==> src/hdl/ccr_pkg.sv <==
// Package for the charger control and overvoltage flag register bank.
`default_nettype none
package ccr_pkg;

    // ------------------------------------------------------------
    // Register map
    // ------------------------------------------------------------
    localparam logic [7:0] CCR_ADDR_CHARGE_CONTROL = 8'h2B;
    localparam logic [7:0] CCR_ADDR_OVP_LIVE = 8'h2C;
    localparam logic [7:0] CCR_ADDR_OVP_FLAG_MASK = 8'h2D;
    localparam logic [7:0] CCR_ADDR_FILTER_SEL = 8'h2E;
    localparam logic [7:0] CCR_RESET_VALUE = 8'h00;

    // ------------------------------------------------------------
    // Field positions
    // ------------------------------------------------------------
    localparam int CCR_BIT_TIMEOUT_LSB = 5;
    localparam int CCR_BIT_OVP_DISABLE = 3;
    localparam int CCR_BIT_UCP_RISE = 2;
    localparam int CCR_BIT_SENSE_RES = 1;
    localparam int CCR_BIT_PULLDOWN = 0;
    localparam int CCR_BIT_LIVE = 0;
    localparam int CCR_BIT_FLAG = 4;
    localparam int CCR_BIT_MASK = 0;
    localparam int CCR_BIT_VLOW_SEL = 4;
    localparam int CCR_BIT_ILOW_SEL = 3;

    // ------------------------------------------------------------
    // Timing, 40 MHz clock
    // ------------------------------------------------------------
    localparam int CCR_CLK_HZ = 40_000_000;
    localparam int CCR_PULLDOWN_US = 10;
    localparam int CCR_PULLDOWN_CYC = CCR_PULLDOWN_US * (CCR_CLK_HZ / 1_000_000);
    localparam int CCR_FILT_SHORT_US = 10;
    localparam int CCR_FILT_SHORT_CYC = CCR_FILT_SHORT_US * (CCR_CLK_HZ / 1_000_000);
    localparam int CCR_FILT_VLOW_LONG_MS = 10;
    localparam int CCR_FILT_VLOW_LONG_CYC = CCR_FILT_VLOW_LONG_MS * (CCR_CLK_HZ / 1000);
    localparam int CCR_FILT_ILOW_LONG_MS = 5;
    localparam int CCR_FILT_ILOW_LONG_CYC = CCR_FILT_ILOW_LONG_MS * (CCR_CLK_HZ / 1000);
    localparam int CCR_CNT_W = 20;

    // ------------------------------------------------------------
    // Types
    // ------------------------------------------------------------
    typedef enum logic [1:0] {
        CCR_PD_IDLE = 2'b01,
        CCR_PD_PULL = 2'b10
    } ccr_pd_state_t;

    typedef struct packed {
        logic wr_en;
        logic rd_en;
        logic [7:0] addr;
        logic [7:0] wdata;
    } ccr_bus_req_t;

    typedef struct packed {
        logic [2:0] timeout_sel;
        logic out_overvolt_disable;
        logic input_undercurrent_rise_level;
        logic battery_sense_resistor_sel;
        logic out_overvolt_latched;
        logic out_overvolt_irq_mask;
        logic bus_voltage_low_err_filter_sel;
        logic bus_current_low_filter_sel;
        ccr_pd_state_t pd_state;
        logic [CCR_CNT_W-1:0] pd_cnt;
        logic [CCR_CNT_W-1:0] vlow_cnt;
        logic [CCR_CNT_W-1:0] ilow_cnt;
        logic vlow_filt;
        logic ilow_filt;
        logic [1:0] ovp_sync;
        logic [1:0] vlow_sync;
        logic [1:0] ilow_sync;
        logic [1:0] sw_sync;
        logic [7:0] rdata;
    } ccr_state_t;

endpackage : ccr_pkg
`default_nettype wire

==> src/hdl/ccr_regs.sv <==
// Register bank for charger control, overvoltage flag and fault filter selection.
`timescale 1ns/1ps
`default_nettype none
module ccr_regs (
    // Clock and reset
    input wire logic sys_clk,
    input wire logic srst,
    // Register access port
    input wire ccr_pkg::ccr_bus_req_t bus_req,
    output logic [7:0] rdata,
    // Analog status inputs, asynchronous
    input wire logic ovp_condition,
    input wire logic bus_voltage_low_raw,
    input wire logic bus_current_low_raw,
    input wire logic switching_enabled,
    // Control outputs
    output logic [2:0] soft_start_timeout_sel,
    output logic output_overvoltage_protect,
    output logic input_undercurrent_rise_level,
    output logic battery_sense_resistor_sel,
    output logic adapter_input_pulldown_en,
    output logic bus_voltage_low_error,
    output logic bus_current_low,
    output logic irq
);
    import ccr_pkg::*;

    ccr_state_t st;
    ccr_state_t next_st;
    logic live;
    // Decoded strobes for the two registers whose access has side effects.
    logic wr_ctl;
    logic rd_flag;

    // ------------------------------------------------------------
    // Filter length chooser
    // ------------------------------------------------------------
    // The short count is shared by both filters; only the long counts differ.
    function automatic logic [CCR_CNT_W-1:0] filt_len(input logic sel, input int long_cyc);
        filt_len = sel ? CCR_CNT_W'(long_cyc) : CCR_CNT_W'(CCR_FILT_SHORT_CYC);
    endfunction

    // ------------------------------------------------------------
    // Address decode
    // ------------------------------------------------------------
    // True when a strobe is up for the given register. The flag read-clear and the pull-down
    // counter hold go through here; the pulse start is decoded in the write case.
    function automatic logic hit(input logic strobe, input logic [7:0] addr,
            input logic [7:0] target);
        hit = strobe && (addr == target);
    endfunction

    // Protection is reported only while it is enabled.
    assign live = st.ovp_sync[1] & ~st.out_overvolt_disable;

    // Strobes qualified by the decoded address.
    assign wr_ctl = hit(bus_req.wr_en, bus_req.addr, CCR_ADDR_CHARGE_CONTROL);
    assign rd_flag = hit(bus_req.rd_en, bus_req.addr, CCR_ADDR_OVP_FLAG_MASK);

    // ------------------------------------------------------------
    // Next state
    // ------------------------------------------------------------
    always_comb begin
        next_st = st;

        // --------------------------------------------------------
        // Synchronisers
        // --------------------------------------------------------
        // Only the second stage of each pair feeds logic; the first may be metastable.
        next_st.ovp_sync = {st.ovp_sync[0], ovp_condition};
        next_st.vlow_sync = {st.vlow_sync[0], bus_voltage_low_raw};
        next_st.ilow_sync = {st.ilow_sync[0], bus_current_low_raw};
        next_st.sw_sync = {st.sw_sync[0], switching_enabled};

        // --------------------------------------------------------
        // Register writes
        // --------------------------------------------------------
        // Reserved bits are never stored; the live register has no writable bit.
        if (bus_req.wr_en) begin
            case (bus_req.addr)
                CCR_ADDR_CHARGE_CONTROL: begin
                    next_st.timeout_sel = bus_req.wdata[CCR_BIT_TIMEOUT_LSB +: 3];
                    next_st.out_overvolt_disable = bus_req.wdata[CCR_BIT_OVP_DISABLE];
                    if (!st.sw_sync[1]) begin
                        // The switching level comes through a synchroniser, so a write in the
                        // two cycles after switching starts still lands.
                        next_st.input_undercurrent_rise_level = bus_req.wdata[CCR_BIT_UCP_RISE];
                    end
                    next_st.battery_sense_resistor_sel = bus_req.wdata[CCR_BIT_SENSE_RES];
                    if (bus_req.wdata[CCR_BIT_PULLDOWN]) begin
                        next_st.pd_state = CCR_PD_PULL;
                        next_st.pd_cnt = '0;
                    end
                end
                CCR_ADDR_OVP_FLAG_MASK: begin
                    next_st.out_overvolt_irq_mask = bus_req.wdata[CCR_BIT_MASK];
                end
                CCR_ADDR_FILTER_SEL: begin
                    next_st.bus_voltage_low_err_filter_sel = bus_req.wdata[CCR_BIT_VLOW_SEL];
                    next_st.bus_current_low_filter_sel = bus_req.wdata[CCR_BIT_ILOW_SEL];
                end
                default: ;
            endcase
        end

        // --------------------------------------------------------
        // Read data
        // --------------------------------------------------------
        // Read data is registered; the flag value returned is the one before any clear.
        // A read and a write in one cycle return the old contents.
        next_st.rdata = '0;
        if (bus_req.rd_en) begin
            case (bus_req.addr)
                CCR_ADDR_CHARGE_CONTROL: begin
                    next_st.rdata[CCR_BIT_TIMEOUT_LSB +: 3] = st.timeout_sel;
                    next_st.rdata[CCR_BIT_OVP_DISABLE] = st.out_overvolt_disable;
                    next_st.rdata[CCR_BIT_UCP_RISE] = st.input_undercurrent_rise_level;
                    next_st.rdata[CCR_BIT_SENSE_RES] = st.battery_sense_resistor_sel;
                    next_st.rdata[CCR_BIT_PULLDOWN] = (st.pd_state == CCR_PD_PULL);
                end
                CCR_ADDR_OVP_LIVE: begin
                    next_st.rdata[CCR_BIT_LIVE] = live;
                end
                CCR_ADDR_OVP_FLAG_MASK: begin
                    next_st.rdata[CCR_BIT_FLAG] = st.out_overvolt_latched;
                    next_st.rdata[CCR_BIT_MASK] = st.out_overvolt_irq_mask;
                end
                CCR_ADDR_FILTER_SEL: begin
                    next_st.rdata[CCR_BIT_VLOW_SEL] = st.bus_voltage_low_err_filter_sel;
                    next_st.rdata[CCR_BIT_ILOW_SEL] = st.bus_current_low_filter_sel;
                end
                default: ;
            endcase
        end

        // --------------------------------------------------------
        // Overvoltage flag
        // --------------------------------------------------------
        // A read clears the flag only once protection has ended; a live event wins.
        // A read while protection is still active leaves the flag set, so no event is lost.
        if (rd_flag && !live) begin
            next_st.out_overvolt_latched = 1'b0;
        end
        if (live) begin
            next_st.out_overvolt_latched = 1'b1;
        end

        // --------------------------------------------------------
        // Pull-down pulse
        // --------------------------------------------------------
        // Pulse of fixed length; a new write restarts it.
        // Bit 0 reads back as one while the pulse runs, so software can poll for its end.
        case (st.pd_state)
            CCR_PD_IDLE: ;
            CCR_PD_PULL: begin
                if (!(wr_ctl && bus_req.wdata[CCR_BIT_PULLDOWN])) begin
                    if (st.pd_cnt == CCR_CNT_W'(CCR_PULLDOWN_CYC - 1)) begin
                        next_st.pd_state = CCR_PD_IDLE;
                    end else begin
                        next_st.pd_cnt = st.pd_cnt + 1'b1;
                    end
                end
            end
            default: next_st.pd_state = CCR_PD_IDLE;
        endcase

        // --------------------------------------------------------
        // Deglitch filters
        // --------------------------------------------------------
        // Output changes after input has held the new level the full time.
        // A select change takes effect at once; a count already past a shorter length
        // ends the filter on the next edge.
        if (st.vlow_sync[1] == st.vlow_filt) begin
            next_st.vlow_cnt = '0;
        end else if (st.vlow_cnt >= filt_len(st.bus_voltage_low_err_filter_sel,
                CCR_FILT_VLOW_LONG_CYC) - 1'b1) begin
            next_st.vlow_filt = st.vlow_sync[1];
            next_st.vlow_cnt = '0;
        end else begin
            next_st.vlow_cnt = st.vlow_cnt + 1'b1;
        end
        if (st.ilow_sync[1] == st.ilow_filt) begin
            next_st.ilow_cnt = '0;
        end else if (st.ilow_cnt >= filt_len(st.bus_current_low_filter_sel,
                CCR_FILT_ILOW_LONG_CYC) - 1'b1) begin
            next_st.ilow_filt = st.ilow_sync[1];
            next_st.ilow_cnt = '0;
        end else begin
            next_st.ilow_cnt = st.ilow_cnt + 1'b1;
        end
    end

    // ------------------------------------------------------------
    // State register
    // ------------------------------------------------------------
    always_ff @(posedge sys_clk) begin
        if (srst) begin
            st <= '0;
            // All zeros is not a legal one-hot code, so the pull-down state is set apart.
            st.pd_state <= CCR_PD_IDLE;
        end else begin
            st <= next_st;
        end
    end

    // ------------------------------------------------------------
    // Outputs
    // ------------------------------------------------------------
    assign rdata = st.rdata;
    assign soft_start_timeout_sel = st.timeout_sel;
    // Protection is the inverse of the stored disable bit, so reset leaves it on.
    assign output_overvoltage_protect = ~st.out_overvolt_disable;
    assign input_undercurrent_rise_level = st.input_undercurrent_rise_level;
    assign battery_sense_resistor_sel = st.battery_sense_resistor_sel;
    assign adapter_input_pulldown_en = (st.pd_state == CCR_PD_PULL);
    // Deglitched levels come straight from their flops.
    assign bus_voltage_low_error = st.vlow_filt;
    assign bus_current_low = st.ilow_filt;
    // The request is an AND of two flops, so it cannot glitch during a read.
    assign irq = st.out_overvolt_latched & ~st.out_overvolt_irq_mask;

endmodule // ccr_regs
`default_nettype wire

==> config.mk <==
export PLATFORM = sky130hd
export DESIGN_NAME = ccr_regs
export DESIGN_NICKNAME = d
export VERILOG_FILES = /design/src/hdl/ccr_pkg.sv /design/src/hdl/ccr_regs.sv
export SDC_FILE = /design/constraint.sdc
export NUM_CORES = 1
export LEC_CHECK = 0
export BUFFER_PORTS_ARGS = -buffer_cell sky130_fd_sc_hd__buf_2
export CAP_MARGIN = 20
export CORE_AREA = 3 3 111 113
export DETAILED_ROUTE_END_ITERATION = 6
export DIE_AREA = 0 0 114 116
export GPL_TIMING_DRIVEN = 0
export SYNTH_ARGS = -nofsm -noshare
export SYNTH_HDL_FRONTEND = slang
export SYNTH_SLANG_ARGS = --single-unit
==> constraint.sdc <==
create_clock -name sys_clk -period 2.7 [get_ports sys_clk]
set_input_delay 0 -clock sys_clk [delete_from_list [all_inputs] [get_ports sys_clk]]
set_output_delay 0 -clock sys_clk [all_outputs]
set_load 0.1 [all_outputs]
Word-level counts from Yosys, hierarchy flattened. Cells that the tools add are included.

Flip-flop bits (word level): 90. Bits in latches: 0. Bits in writable memories: 0. Bits in read-only memories: 0. Input bits: 24. Logic and storage cells: 76. Memories: 0.

Add/subtract/negate cells: 5. $mul: 0. Divide/modulo/power cells: 0. Order comparisons: 2. Equal/unequal tests: 9. Shift operators: 0. Multiplexer cells: 15. Bitwise gates (word level): 9. Reduce and logical (&&, ||, !) cells: 16.

Operators by type and width (count): two-way mux 22 bit (4); adder 20 x 1 -> 20 bit, second input constant (3); greater-or-equal comparator 20 bit (2); two-way mux 20 bit (2); equality test 8 x 6 -> 1 bit, second input constant (4); equality test 20 x 9 -> 1 bit, second input constant (1); subtractor 19 x 1 -> 20 bit, second input constant (1); two-way mux 19 bit (1); subtractor 18 x 1 -> 19 bit, second input constant (1); two-way mux 18 bit (1); AND reduction 2 bit (5); OR reduction 3 bit (3); NOT 1 bit (7); logical AND 1 bit (4); one-hot mux 1 bit (2 select lines) (2); one-hot mux 2 bit (2 select lines) (1); one-hot mux 1 bit (3 select lines) (1); AND reduction 3 bit (1); AND 1 bit (2); equality test 1 bit (2); equality test 2 x 1 -> 1 bit, second input constant (1); equality test 2 bit, second input constant (1); two-way mux 1 bit (2); two-way mux 2 bit (1); 3 further kinds (3).

Logic depth before layout (Yosys ltp).
Word-level depth: 6. Gate-level depth with buffers: 8. Mapped depth without buffers: 7.

Least setup slack after synthesis. Ideal clock, no wire load.

Kind: register to register. From: reg st[78] (netlist bit). To: reg st[76] (netlist bit). Arrival: 2249 ps. Data required time: 2630 ps. Setup slack: 381 ps. Cell stages (with the launch flop): 6. Path buffers: 0. Clock period less this slack: 2319 ps. Cell sequence: dfxtp_1 inv_1 ha_1 o21ai_1 or4_1 a21oi_1.

Longest elaborated chain between the ends: 2.

Ends and longest elaborated chain: start: declaration (RTL line ccr_regs.sv:28) `ccr_state_t st;`; start signal: assignment (RTL line ccr_regs.sv:202) `st <= next_st;`; equality test 2 bit; net adapter_input_pulldown_en (RTL line ccr_regs.sv:21) `output logic adapter_input_pulldown_en,`; two-way mux 20 bit (RTL line ccr_regs.sv:153) `case (st.pd_state)`.

The timed path passes the listed nets, and every way through them passes these cells. A chain may end at the register's enable or synchronous reset.

Worst setup path in the final report.
From: reg st[80] (netlist bit). To: reg st[29] (netlist bit).

Longest elaborated chain between the ends: 4.

Ends and longest elaborated chain: two-way mux 18 bit (RTL line ccr_regs.sv:40) `filt_len = sel ? CCR_CNT_W'(long_cyc) : CCR_CNT_W'(CCR_FILT_SHORT_CYC);`; subtractor 18 x 1 -> 19 bit (RTL line ccr_regs.sv:185) `CCR_FILT_ILOW_LONG_CYC) - 1'b1) begin`; greater-or-equal comparator 20 bit (RTL line ccr_regs.sv:184) `end else if (st.ilow_cnt >= filt_len(st.bus_current_low_filter_sel,`; OR reduction 3 bit (no line).

No other way between the ends.

==> reports/metrics.cfg <==
[clock_tree]
clockRootBuffer=sky130_fd_sc_hd__clkbuf_16
cts_max_level=3
cts_setup_buffers=0
cts-buffers-inserted=9
clk_latency_ns=0.34
tritoncts_clock_tree=done
worst_setup_hold_path_clk_slew_ns=0.06
ctsLongestPathBuffers=2
cts.sink_count=90

[route]
final_antenna_net_count=0
drt-wirelength-per-cell_um=13.6
finalWirelength_um=9520
drc=0
num_vias=3569
route.detailed.vias_per_inst=5.09
drt_iter0_markers=161
first_pass_iters=6

[worst_setup_path]
worst_setup_path_endpoint=st[29]
r2r-start=st[80]
crit_arrival_ns=2.64
cp.buffers_inverters=2
cp_num_cells=8
crit_path_end_kind=flop
path_delay_family=compound AO/OA/AOI/OAI gates
critPathSlowestCell=sky130_fd_sc_hd__dfxtp_1
worst_setup_path_start=st[80]
timing.critical_path.slowest_cell_delay_ns=0.41
critical_path.reg2reg.endpoint=st[29]
worst-r2r-cell-count=8
worst-path-max-fanout=10
kind_of_start_point_of_the_critical_path=flop
cp.required_ns=2.97
reg2reg_setup_slack_ns=0.33
path_class=flop to flop
crit_path_cell_trace=inv_1, ha_1, a2111oi_0, o31ai_1, a31oi_1, nand2_2, buf_6, nor2_1

[power]
clock_power_share_pct=45.9
p_sw_share_pct=21.7
static-leakage-power_nw=2.02
ir_drop_v=0.000358
pwr-share-comb_pct=3.9
cell_internal_pwr_mw=2.09
switching_power_mw=0.581
seqPwrFrac_pct=50.2
pwr_density_cell_nw_per_um2=521

[final_layout]
num-nets-final=599
area.growth.synth_to_final_pct=19.0
layout.area.seq_sq_um=1800
fill_cells=1142
final_common_cell=sky130_fd_sc_hd__dfxtp_1
mostFrequentLayoutCells=sky130_fd_sc_hd__dfxtp_1 (90), sky130_fd_sc_hd__nor2_1 (79), sky130_fd_sc_hd__buf_2 (43)
diodes=0
multi_input_comb_area_sq_um=2310
drive_gt1_share_pct=14.3

[sta]
clock.fmax_mhz=423
fin_hold_ws_ns=0.0221
maxSlewViolCount=0
max_slew.worst_pin.slew_ns=0.661
setup-tns-final_ns=0
timing.clock.skew_ns=0.00527
rsz0062_at_grt=false
setup_viol=0
period_share_pct=87.6
hold_viol=0
layout_min_cycle_time_ns=2.37
slew_headroom_pct=55.6

[logic_synthesis]
syn_area_sq_um=4310
synthesized_instance_count=486
number_of_synthesized_flops_with_an_enable_pin=0
synth_cell_type_count=50
netlist_top_cells_area=sky130_fd_sc_hd__dfxtp_1 (42%), sky130_fd_sc_hd__nor2_1 (6.9%), sky130_fd_sc_hd__ha_1 (6.4%), sky130_fd_sc_hd__xor2_1 (5.7%), sky130_fd_sc_hd__xnor2_1 (4.5%)
synthFlopType=sky130_fd_sc_hd__dfxtp_1
synth_top_area_share_pct=41.8
sequential_share_of_the_synthesized_area_pct=41.8
syn-mean-instance-area_sq_um=8.88
ys_seq_elements=90
net_count_of_the_mapped_netlist=532
yosysWarningCount=0
post_synth_top_area_cell=sky130_fd_sc_hd__dfxtp_1
postSynth.asyncResetShare_pct=0

[floorplanning]
design.portCount=42
design.die.area_sq_um=13200
initial_core_util_pct=37.8
die_w_um=114
fp.coreArea_sq_um=11400
core.rowCount=39
dieHeight_um=116

[grt]
grt_start_max_net_pins=15
grtUsageTotal_pct=14.7
globalRouteOverflowTotal=0
grt_first_pass_wirelength_um=15900
antenna_found_initial=0
first_global_vias=3456

[placed_design]
place.detailed.hpwl_um=6970
finalWeightedCongestion=0.855
io_buffers=41

[status]
run_status=finished, final reports clean

[run]
cap_violations=0

[min_path]
worstHoldStart=bus_req[8]
worstHoldPathType=primary input to flop

==> worst min-delay path by stage <==
stage / to / slack [ns] / cells after the start
detailed placement: next_st[15] / 0.22 / 2
floorplan: rdata[3] / 0.13 / 2
finish: rdata[4] / 0.02 / 3
CTS: rdata[4] / 0.01 / 3
global placement: next_st[15] / 0.21 / 2
global route: rdata[4] / 0.03 / 3
==> registers in the layout (all words and copies together), names as in the netlist <==
name                           count
input_undercurrent_rise_level      1
bus_current_low                    1
st                                71
bus_voltage_low_error              1
next_st                            4
rdata                              8
soft_start_timeout_sel             3
battery_sense_resistor_sel         1
==> what timing repair did <==
action                                 4_1_cts  5_1_grt
endpoints found under the hold margin       16        0
gates resized for setup                      0        0
hold buffers                                15        0
==> power by group through the flow <==
stage          combinational [mW]  sequential (mW)  clock [mW]
2_1_floorplan              0.0486             1.37           0
3_3_place_gp               0.0854             1.37           0
3_5_place_dp               0.0872             1.37           0
4_1_cts                     0.104             1.34        1.25
5_1_grt                     0.113             1.34        1.31
6_report                    0.103             1.34        1.23
==> metal layers <==
layer,up-vias,part of all wire (%),track usage [%]
li1,1833,-,-
met1,1664,48,18.7
met2,60,47,24.4
met3,12,3.3,4.07
met4,0,1.3,4.35
met5,-,0,0
==> through the flow <==
step / power (mW) / std cells / worst slack (ns) / utilization (%) / area (sq um)
floorplan: 1.42 / 486 / 0.381 / - / 4310
global placement: 1.46 / 670 / 0.378 / 41.1 / 4700
detailed placement: 1.46 / 670 / 0.341 / 41.1 / 4700
CTS: 2.70 / 701 / 0.301 / 45.0 / 5130
global route: 2.76 / 701 / 0.112 / 45.0 / 5130
finish: 2.68 / 701 / 0.334 / 45.0 / 5130
==> logic make-up (layout without fill, tap and decap cells) <==
kind of cell / count (synthesis) / after routing / synth area share (%)
muxes: 11 / 11 / 2.55
buffers and inverters: 37 / 109 / 4.76
DFF: 90 / 90 / 41.8
and+or+nand+nor: 227 / 227 / 26.9
adders and majority gates: 22 / 22 / 6.38
other: 1 / 1 / 0.0869
xor gates and xnor gates: 50 / 50 / 10.2
AOI/OAI and AO/OA: 48 / 48 / 7.45
==> synthesized netlist by cell type, drive strengths merged, types with 2 or more instances <==
master   instances
dfxtp           90
nor2            79
nand2           32
xor2            28
ha              22
xnor2           22
nand4           21
nand3           18
buf             16
inv             15
a21oi           13
and3            13
nor3            13
mux2i           11
nor2b           11
o21ai           11
nor4             8
or3              8
and2             6
clkbuf           6
o211ai           6
or4              4
and4             3
nand3b           3
nand4bb          3
o31ai            3
a2111oi          2
a211o            2
a211oi           2
nor3b            2
o2111ai          2
==> worst register-to-register path, delay by kind of cell (launching register included) <==
kind / cells / cell delay (ns)
AO/OA/AOI/OAI: 3 / 0.90
adder cells (fa/ha/maj): 1 / 0.32
buffers and inverters: 2 / 0.35
flip-flops: 1 / 0.41
AND/OR/NAND/NOR: 2 / 0.31
==> cell type report <==
class,count,area share (%)
repair buffers,56,6.92
flip-flops and latches,90,35.1
multi-input cells,359,44.9
well taps,143,3.48
inverters,15,1.10
clock buffers,10,4.46
clock inverters,6,1.12
plain buffers,22,2.90
Power figures use the tool's default switching activity.
